[config.mk]
export PLATFORM = sky130hd
export DESIGN_NAME = spe_core
export DESIGN_NICKNAME = d
export VERILOG_FILES = /design/src/spe_mem.v /design/src/spe_core.v
export VERILOG_INCLUDE_DIRS = /design/src /design/src/src
export SDC_FILE = /design/constraint.sdc
export NUM_CORES = 2
export LEC_CHECK = 0
export BUFFER_PORTS_ARGS = -buffer_cell sky130_fd_sc_hd__buf_2
export CELL_PAD_IN_SITES_DETAIL_PLACEMENT = 1
export CELL_PAD_IN_SITES_GLOBAL_PLACEMENT = 2
export CORE_MARGIN = 3
export CORE_UTILIZATION = 50
export DETAILED_ROUTE_END_ITERATION = 8
export PLACE_DENSITY_LB_ADDON = 0.2
export SLEW_MARGIN = 20
export SYNTH_ARGS = -nofsm -noshare
export SYNTH_HDL_FRONTEND = slang
export SYNTH_MEMORY_MAX_BITS = 65536
export SYNTH_SLANG_ARGS = --single-unit
[constraint.sdc]
create_clock -name ref_clk -period 19 [get_ports ref_clk]
set_input_delay 2.85 -clock ref_clk [delete_from_list [all_inputs] [get_ports ref_clk]]
set_output_delay 2.85 -clock ref_clk [all_outputs]
set_load 0.05 [all_outputs]
[src/spe_defs.vh]
/*
 defines shared by the serial nonvolatile memory command logic.
 assumes inclusion by bare name from the design files only.
*/
`ifndef SPE_DEFS_VH
`define SPE_DEFS_VH
// opcode low three bits, upper nibble must be zero
`define SPE_OP_LATCH_SET 3'h6
`define SPE_OP_LATCH_CLR 3'h4
`define SPE_OP_STAT_RD 3'h5
`define SPE_OP_STAT_WR 3'h1
`define SPE_OP_READ 3'h3
`define SPE_OP_WRITE 3'h2
// status bit positions
`define SPE_SR_BUSY 0
`define SPE_SR_LATCH 1
`define SPE_SR_PLO 2
`define SPE_SR_PHI 3
// factory values
`define SPE_ERASED_BYTE 8'hFF
`define SPE_FACTORY_PROT 2'h0
// program time in microseconds and core clock rate in MHz
`define SPE_TW_US 5000
`define SPE_CLK_MHZ 100
`define SPE_TW_CYC (`SPE_TW_US * `SPE_CLK_MHZ)
`define SPE_PAGE_BYTES 16
`define SPE_MEM_BYTES 512
`endif

[src/spe_mem.v]
/*
 nonvolatile byte array model: one write port, one registered read port.
 assumes it runs on the core clock; contents survive the block reset.
*/
`timescale 1ns/1ns
`include "spe_defs.vh"
module spe_mem #(
   parameter AW = 9
) (
   input wire ref_clk,
   input wire we,
   input wire [AW-1:0] waddr,
   input wire [7:0] wdata,
   input wire [AW-1:0] raddr,
   output reg [7:0] rdata
);
   reg [7:0] cells [0:(1<<AW)-1];
   integer i;
   // factory state: every byte erased to all ones
   initial begin
      for (i = 0; i < (1<<AW); i = i + 1) begin
         cells[i] = `SPE_ERASED_BYTE;
      end
      rdata = `SPE_ERASED_BYTE;
   end
   // synchronous write and registered read
   always @(posedge ref_clk) begin
      if (we) begin
         cells[waddr] <= wdata;
      end
      rdata <= cells[raddr];
   end
endmodule

[src/spe_core.v]
/*
 command logic of a serial nonvolatile memory on an spi mode 0/3 link.
 assumes link pins arrive asynchronous to ref_clk, slower than ref_clk/8.
*/
`timescale 1ns/1ns
`include "spe_defs.vh"
// Behaviour
// RULE_01 - status write ignored unless the write latch is set
// RULE_02 - status write runs only if select rises right after eighth data bit
// RULE_03 - accepted status write starts a self-timed program cycle
// RULE_04 - busy flag reads one during the cycle, zero after; status stays readable
// RULE_05 - write latch clears when the status write cycle ends
// RULE_06 - protect bits update only after the full program time
// RULE_07 - status write keeps other bits; top nibble reads zero
// RULE_08 - status write refused if latch clear, busy, or protect pin low
// RULE_09 - read is opcode plus one address byte; top address bit in opcode bit 3
// RULE_10 - after address, bytes shift out continuously while selected
// RULE_11 - read address wraps from highest address to zero
// RULE_12 - select rising ends a read at any point
// RULE_13 - read ignored while a program cycle runs
// RULE_14 - address width follows memory size; upper bits ignored
// RULE_15 - write is opcode, address, data bytes; select rise at byte boundary starts cycle
// RULE_16 - extra bytes fill the page and wrap to the page start
// RULE_17 - write refused if latch clear, busy, misaligned end, pin low, or protected
// RULE_18 - program cycle erases then programs the addressed bytes
// RULE_19 - after reset device is deselected until a falling select edge
// RULE_20 - reset clears write latch and busy flag
// RULE_21 - protect bits survive reset
// RULE_22 - factory state: array all ones, protect bits zero
// RULE_23 - only the latch-set command sets the write latch
// RULE_24 - protect setting maps to none, upper quarter, upper half, all
// RULE_25 - opcode decode; unknown opcode deselects the device
// RULE_26 - program time is a parameter in core clock cycles
// RULE_27 - page size is a parameter, default sixteen bytes
// RULE_28 - memory size is a parameter setting address width and wrap
module spe_core #(
   parameter MEM_BYTES = `SPE_MEM_BYTES,
   parameter PAGE_BYTES = `SPE_PAGE_BYTES,
   parameter TW_CYC = `SPE_TW_CYC
) (
   input wire ref_clk,
   input wire resetn,
   input wire sel_n,
   input wire sclk,
   input wire sdi,
   input wire wp_n,
   output reg sdo_r,
   output reg sdo_oe_r,
   output reg busy_r,
   output reg [7:0] status_r
);
   // RULE_28 size sets width
   localparam AW = (MEM_BYTES > 256) ? 9 : ((MEM_BYTES > 128) ? 8 : 7);
   // RULE_27 page size parameter
   localparam PW = (PAGE_BYTES > 1) ? $clog2(PAGE_BYTES) : 1;
   localparam [AW-1:0] PMASK = PAGE_BYTES - 1;
   // one-hot states
   localparam [7:0] S_IDLE = 8'h01, S_OPC = 8'h02, S_ADDR = 8'h04, S_RDAT = 8'h08;
   localparam [7:0] S_WDAT = 8'h10, S_SDAT = 8'h20, S_STAT = 8'h40, S_WAIT = 8'h80;
   localparam [2:0] P_IDLE = 3'h1, P_ERASE = 3'h2, P_PROG = 3'h4;

   // two-flop synchronisers; first stage read only by second
   reg [3:0] s1_r, s2_r;
   reg sclk_d_r, sel_d_r;
   wire sel_s = s2_r[0];
   wire sclk_s = s2_r[1];
   wire sdi_s = s2_r[2];
   wire wp_s = s2_r[3];
   wire rise = sclk_s & ~sclk_d_r & ~sel_s;
   wire fall = ~sclk_s & sclk_d_r & ~sel_s;
   wire sel_up = sel_s & ~sel_d_r;
   wire sel_down = ~sel_s & sel_d_r;
   always @(posedge ref_clk or negedge resetn) begin
      if (!resetn) begin
         s1_r <= 4'hD; // clock image idles low, so no false edge follows reset
         s2_r <= 4'hD;
         sclk_d_r <= 1'b0;
         sel_d_r <= 1'b1;
      end else begin
         s1_r <= {wp_n, sdi, sclk, sel_n};
         s2_r <= s1_r;
         sclk_d_r <= sclk_s;
         sel_d_r <= sel_s;
      end
   end

   reg [7:0] st_r;
   reg [7:0] sh_r;
   reg [2:0] cnt_r;
   reg [2:0] op_r;
   reg [AW-1:0] addr_r;
   reg [AW-1:0] base_r;
   reg [PW:0] nbytes_r;
   reg [7:0] pbuf_r [0:PAGE_BYTES-1];
   reg [PAGE_BYTES-1:0] pval_r;
   reg latch_r;
   reg [1:0] prot_r;
   reg [1:0] newprot_r;
   reg wp_seen_r;
   reg aligned_r;
   reg [7:0] obyte_r;
   reg [2:0] ph_r;
   reg is_sr_r;
   reg [31:0] tcnt_r;
   reg [PW-1:0] pidx_r;
   reg mem_we;
   reg [7:0] mem_wd;
   wire [7:0] mem_rd;
   wire [7:0] sh_nxt = {sh_r[6:0], sdi_s};
   wire busy = (ph_r != P_IDLE);
   wire [AW-1:0] waddr = (base_r & ~PMASK) | {{(AW-PW){1'b0}}, pidx_r};
   // opcode-borne top bit joined to the address byte; only the low AW bits are kept
   wire [8:0] addr_full = {addr_r[AW-1], sh_nxt};

   // RULE_24 protected range check
   function prot_hit;
      input [1:0] p;
      input [AW-1:0] a;
      begin
         case (p)
            2'b01: prot_hit = (a[AW-1:AW-2] == 2'b11);
            2'b10: prot_hit = a[AW-1];
            2'b11: prot_hit = 1'b1;
            default: prot_hit = 1'b0;
         endcase
      end
   endfunction

   // RULE_22 factory protect bits zero; RULE_21 kept across resets
   initial prot_r = `SPE_FACTORY_PROT;

   // RULE_18 array storage
   spe_mem #(.AW(AW)) u_mem (
      .ref_clk(ref_clk),
      .we(mem_we),
      .waddr(waddr),
      .wdata(mem_wd),
      .raddr(addr_r),
      .rdata(mem_rd)
   );

   // RULE_18 erase pass writes zero, program pass writes data
   always @* begin
      mem_we = 1'b0;
      mem_wd = 8'h00;
      if (!is_sr_r && pval_r[pidx_r]) begin
         mem_we = (ph_r == P_ERASE) | (ph_r == P_PROG);
         mem_wd = (ph_r == P_PROG) ? pbuf_r[pidx_r] : 8'h00;
      end
   end

   // serial command engine and program timer
   always @(posedge ref_clk or negedge resetn) begin
      if (!resetn) begin
         // RULE_19 RULE_20 deselected, latch and busy clear
         st_r <= S_IDLE;
         sh_r <= 8'h00;
         cnt_r <= 3'h0;
         op_r <= 3'h0;
         addr_r <= {AW{1'b0}};
         base_r <= {AW{1'b0}};
         nbytes_r <= {(PW+1){1'b0}};
         pval_r <= {PAGE_BYTES{1'b0}};
         latch_r <= 1'b0;
         newprot_r <= 2'h0;
         wp_seen_r <= 1'b0;
         aligned_r <= 1'b0;
         obyte_r <= 8'h00;
         ph_r <= P_IDLE;
         is_sr_r <= 1'b0;
         tcnt_r <= 32'h0000_0000;
         pidx_r <= {PW{1'b0}};
         sdo_r <= 1'b0;
         sdo_oe_r <= 1'b0;
      end else begin
         if (!wp_s) begin
            wp_seen_r <= 1'b1;
         end
         // RULE_03 RULE_26 timed erase then program, one pass per page slot
         if (ph_r != P_IDLE) begin
            if (pidx_r != PMASK[PW-1:0]) begin
               pidx_r <= pidx_r + 1'b1;
            end else if (ph_r == P_ERASE) begin
               ph_r <= P_PROG;
               pidx_r <= {PW{1'b0}};
            end else if (tcnt_r >= TW_CYC - 1) begin
               // RULE_04 RULE_05 RULE_06 cycle end clears busy and latch, loads protect bits after a status write
               ph_r <= P_IDLE;
               latch_r <= 1'b0;
               if (is_sr_r) begin
                  prot_r <= newprot_r;
               end
            end
            tcnt_r <= tcnt_r + 1;
         end
         if (sel_down) begin
            // RULE_19 command starts only on a falling select
            st_r <= S_OPC;
            cnt_r <= 3'h0;
            wp_seen_r <= ~wp_s;
            aligned_r <= 1'b0;
            op_r <= 3'h0;
            // a frame opened during a program cycle must not wipe the page image in use
            if (!busy) begin
               nbytes_r <= {(PW+1){1'b0}};
               pval_r <= {PAGE_BYTES{1'b0}};
            end
         end else if (sel_up) begin
            // RULE_12 select high ends any command frame; a running program cycle continues
            st_r <= S_IDLE;
            sdo_oe_r <= 1'b0;
            if (!busy && latch_r && !wp_seen_r && aligned_r) begin
               // RULE_01 RULE_02 RULE_08 status write accepted; a whole data byte parks in S_WAIT
               if (st_r == S_WAIT) begin
                  ph_r <= P_ERASE;
                  is_sr_r <= 1'b1;
                  tcnt_r <= 32'h0000_0000;
                  pidx_r <= {PW{1'b0}};
               end
               // RULE_15 RULE_17 array write accepted
               if (st_r == S_WDAT && nbytes_r != 0 && !prot_hit(prot_r, base_r)) begin
                  ph_r <= P_ERASE;
                  is_sr_r <= 1'b0;
                  tcnt_r <= 32'h0000_0000;
                  pidx_r <= {PW{1'b0}};
               end
            end
            if (st_r == S_OPC && cnt_r == 3'h0 && op_r == `SPE_OP_LATCH_CLR) begin
               latch_r <= 1'b0;
            end
            // RULE_23 latch set only by its own command
            if (st_r == S_OPC && cnt_r == 3'h0 && op_r == `SPE_OP_LATCH_SET && !busy) begin
               latch_r <= 1'b1;
            end
         end else if (rise) begin
            sh_r <= sh_nxt;
            cnt_r <= cnt_r + 1'b1;
            aligned_r <= (cnt_r == 3'h7);
            if (cnt_r == 3'h7) begin
               case (st_r)
                  S_OPC: begin
                     op_r <= sh_nxt[2:0];
                     // RULE_09 top address bit rides in opcode bit 3
                     addr_r[AW-1] <= (AW == 9) ? sh_nxt[3] : 1'b0;
                     // RULE_25 decode, unknown opcode deselects
                     if (sh_nxt[7:4] != 4'h0) begin
                        st_r <= S_IDLE;
                     end else if (sh_nxt[2:0] == `SPE_OP_READ || sh_nxt[2:0] == `SPE_OP_WRITE) begin
                        // RULE_13 array access ignored while busy
                        st_r <= busy ? S_IDLE : S_ADDR;
                     end else if (sh_nxt[2:0] == `SPE_OP_STAT_WR) begin
                        st_r <= S_SDAT;
                     end else if (sh_nxt[2:0] == `SPE_OP_STAT_RD) begin
                        st_r <= S_STAT;
                        obyte_r <= status_r;
                     end else if (sh_nxt[2:0] == `SPE_OP_LATCH_SET || sh_nxt[2:0] == `SPE_OP_LATCH_CLR) begin
                        // done at select rise; cnt 0 marks a clean eight bits
                        st_r <= S_OPC;
                     end else begin
                        st_r <= S_IDLE;
                     end
                     if (sh_nxt[2:0] != `SPE_OP_LATCH_SET && sh_nxt[2:0] != `SPE_OP_LATCH_CLR) begin
                        op_r <= 3'h0;
                     end
                     if (sh_nxt[2:0] == `SPE_OP_READ || sh_nxt[2:0] == `SPE_OP_WRITE) begin
                        op_r <= sh_nxt[2:0];
                     end
                  end
                  S_ADDR: begin
                     // RULE_14 address bits above the size are dropped
                     addr_r <= addr_full[AW-1:0];
                     base_r <= addr_full[AW-1:0];
                     st_r <= (op_r == `SPE_OP_READ) ? S_RDAT : S_WDAT;
                  end
                  S_WDAT: begin
                     // RULE_16 page buffer wraps to the page start
                     pbuf_r[(base_r[PW-1:0] + nbytes_r[PW-1:0])] <= sh_nxt;
                     pval_r[(base_r[PW-1:0] + nbytes_r[PW-1:0])] <= 1'b1;
                     if (nbytes_r != PAGE_BYTES) begin
                        nbytes_r <= nbytes_r + 1'b1;
                     end
                  end
                  S_SDAT: begin
                     // RULE_07 only the protect bits are taken
                     // a refused write during a status cycle must not alter the pending bits
                     if (!busy) begin
                        newprot_r <= sh_nxt[`SPE_SR_PHI:`SPE_SR_PLO];
                     end
                     st_r <= S_WAIT;
                  end
                  default: begin
                     st_r <= st_r;
                  end
               endcase
            end else if (st_r == S_WAIT) begin
               // RULE_02 clock after the data byte voids the status write
               st_r <= S_IDLE;
            end
         end else if (fall) begin
            // RULE_10 shift out msb first on falling edges
            if (st_r == S_RDAT || st_r == S_STAT) begin
               sdo_oe_r <= 1'b1;
               sdo_r <= obyte_r[7];
               obyte_r <= {obyte_r[6:0], 1'b0};
               if (cnt_r == 3'h0 && st_r == S_STAT) begin
                  sdo_r <= status_r[7];
                  obyte_r <= {status_r[6:0], 1'b0};
               end
               if (cnt_r == 3'h0 && st_r == S_RDAT) begin
                  sdo_r <= mem_rd[7];
                  obyte_r <= {mem_rd[6:0], 1'b0};
                  // RULE_11 wrap to zero at the top
                  addr_r <= (addr_r == MEM_BYTES - 1) ? {AW{1'b0}} : addr_r + 1'b1;
               end
            end
         end
      end
   end

   // status byte image, top nibble reads zero
   always @(posedge ref_clk or negedge resetn) begin
      if (!resetn) begin
         status_r <= 8'h00;
         busy_r <= 1'b0;
      end else begin
         status_r <= {4'h0, prot_r, latch_r, busy};
         busy_r <= busy;
      end
   end
endmodule

==> summary.txt <==
Comb power frac - 0.117
row cnt - 213
clk buf depth - 4
Final ANT Viol Nets - 0
drt first-iter violations - 11400
FFs w/ async S/R, synth - 0.0296
gr usage total - 0.276
gpl congestion - 0.827
Die Ht - 590 um
first-pass GRT wire length - 685000 um
share of the synthesized area in the top cell type - 0.744
Critical Path AT - 7450 ps
Main synth FF type - edfxtp_1
# IOs - 17
IO buf count - 12
CORE AREA - 338000 um^2
Worst Hold Margin - 355 ps
dpl hpwl - 282000 um
area of the multi-input gates - 37800 um^2
CTS hold repair buffers - 0
CTS tree - yes
startpoint class of the critical path - flop
CTS clock-pin slew for the worst setup and hold paths - 60 ps
Pwr per Cell Area - 115 nW/um^2
die width - 590 um
Area contributors post-synth - edfxtp_1, mux4_2, dfrtp_1
cell internal pwr - 16400 uW
Die Area - 348000 um^2
Critical Path Fanout Max - 115
post-place instance area - 176000 um^2
maximum clock frequency - 152 MHz
Pwr Total - 21800 uW
DRT Pass-1 Iters - 8
max_cap viols - 0
register area share after synthesis - 0.764
worst slew margin relative to its limit - 0.195
drt drc - 0
setup bufs post-CTS - 0
Flop pwr share - 0.483
CTS H-tree depth - 5
RSZ-0062 raised after global routing - no
layout cells sized above 1 - 0.240
Tcrit/Tclk final - 0.347
CP Capture Type - flop
Hold Crit Class - flop to flop
post-synth design cell area - 171000 um^2
Inst Count DP - 12300
vias in the first global route - 87700
clock buffer count from CTS - 444
register area - 130000 um^2
vias post-DR - 85600
starting density of the core - 0.504
Worst Hold Depth - 0
Root Buffer - clkbuf_16
R2R depth - 11
antenna violations before repair - 24
synth cell count leaders - edfxtp_1, mux4_2, nor2_1, mux2i_1, nand2_1
Net Sw Power - 5450 uW
Least-Margin Pin Slew - 1210 ps
Yosys reg bits - 4363
status - finished clean
clock power share - 0.400
Sw Ratio - 0.250
Setup TNS - 0 ps
largest net degree at the start of global routing - 213
clk_lat worst skew - 1000 ps
FILL cells - 28400
post_cts resized - 0
yosys warns - 0
Post-synth EDFFs - 4226
final setup fails - 0
min Tclk post-route - 6600 ps
Max VDD drop - 0.000128 V
Final Skew - 57.7 ps
critical path type - flop to flop
Non-Filler Instances - 13200
critical path required time - 19850 ps
final instance area - 190000 um^2
fin. max-slew vios - 0
area grow syn2layout - 11.5%
WL/cell - 36.5 um
Netlist cell types - 77
Mapped Cells - 8091
Fin. Hold Viols - 0
remaining global-route overflow - 0
layout net count - 8279
vias per cell - 6.50
post-detailed-routing wire length - 480000 um
leakage power - 0.0490 uW
average size of a mapped cell - 21.1 um^2
clock sink count - 4363
most common cell in the netlist - edfxtp_1
cell taking the most area after synthesis - edfxtp_1
==> registers in the layout (all words and copies together) (netlist names), 5 cells and up <==
register	flops
addr_r	9
base_r	9
nbytes_r	5
obyte_r	8
pbuf_r	128
pval_r	16
sh_r	7
st_r	8
tcnt_r	32
u_mem.cells	4096
u_mem.rdata	8
==> critical path: stages, from the launching register on <==
cell      delay (ps)
dfrtp_4          810
buf_4            700
buf_4            780
buf_12           650
buf_4            780
mux4_2           410
a211oi_1         520
o21ai_0          330
buf_4            240
o211ai_1         280
a21oi_1          290
o32a_1           400
==> path summary, 6_finish.rpt <==
path / startpoint / to / slack (ps)
hold reg to reg: s1_r[2] / s2_r[2] / 360
setup reg to reg: addr_r[1] / u_mem.rdata[3] / 12400
hold / removal: s1_r[2] / s2_r[2] / 360
setup / recovery: addr_r[1] / u_mem.rdata[3] / 12400
min in group asynchronous: resetn / pval_r[10] / 1830
max in group asynchronous: resetn / tcnt_r[15] / 16190
==> metal layers <==
| metal | wire length [um] | up-vias | track usage |
|---|---|---|---|
| met2 | 228000 | 4268 | 0.429 |
| li1 | - | 33900 | - |
| met5 | 26 | - | 0 |
| met1 | 194000 | 46600 | 0.405 |
| met3 | 42000 | 720 | 0.0475 |
| met4 | 16500 | 4 | 0.0872 |
==> per-stage QoR <==
stage / setup WS [ps] / util
detailed placement: 12340 / 0.519
global route: 12240 / 0.562
floorplan: 1980 / -
finish: 12400 / 0.562
global placement: 12110 / 0.519
CTS: 12310 / 0.562
==> layout by cell type, fill, tap and decap left out, drive strengths merged, types with 18 or more instances in the layout <==
cell type and count:
o221ai 50, mux2i 285, nor2b 33, xnor2 23, and2 19, mux4 1100
nand4 18, a31oi 27, clkbuf 529, o22ai 64, clkinv 213, a211oi 21
a221oi 42, buf 204, o21ai 102, nor2 672, mux2 35, bufinv 51
inv 40, nand2 252, dfrtp 120, nor3 46, edfxtp 4226, a21oi 115
nand3 42, a22oi 36
==> cells by family after synthesis <==
family                     count (synthesis)  synth area share
xor gates and xnor gates                  38           0.00195
and+or+nand+nor                         1163            0.0288
muxes                                   1420             0.164
other                                      1         0.0000220
DFF                                     4363             0.764
buffers and inverters                    521            0.0169
adders and majority gates                 18           0.00136
AOI/OAI and AO/OA                        567            0.0226
==> cell type report <==
cell class | count | area share
Antenna cell | 16 | 0.000211
Clock buffer | 529 | 0.0607
Clock inverter | 284 | 0.0150
Inverter | 32 | 0.000724
Multi-Input combinational cell | 3210 | 0.199
Sequential cell | 4363 | 0.685
Tap cell | 4515 | 0.0297
Timing Repair Buffer | 204 | 0.00961
==> power by group through the flow <==
stage | Clock (uW) | Combinational [uW] | Sequential, uW
3_3_place_gp | 0 | 2590 | 10700
3_5_place_dp | 0 | 2590 | 10700
6_report | 8720 | 2560 | 10500
2_1_floorplan | 0 | 1920 | 10600
5_1_grt | 9230 | 2680 | 10500
4_1_cts | 8840 | 2600 | 10500
Note: power is estimated with default switching activity, not from simulation.
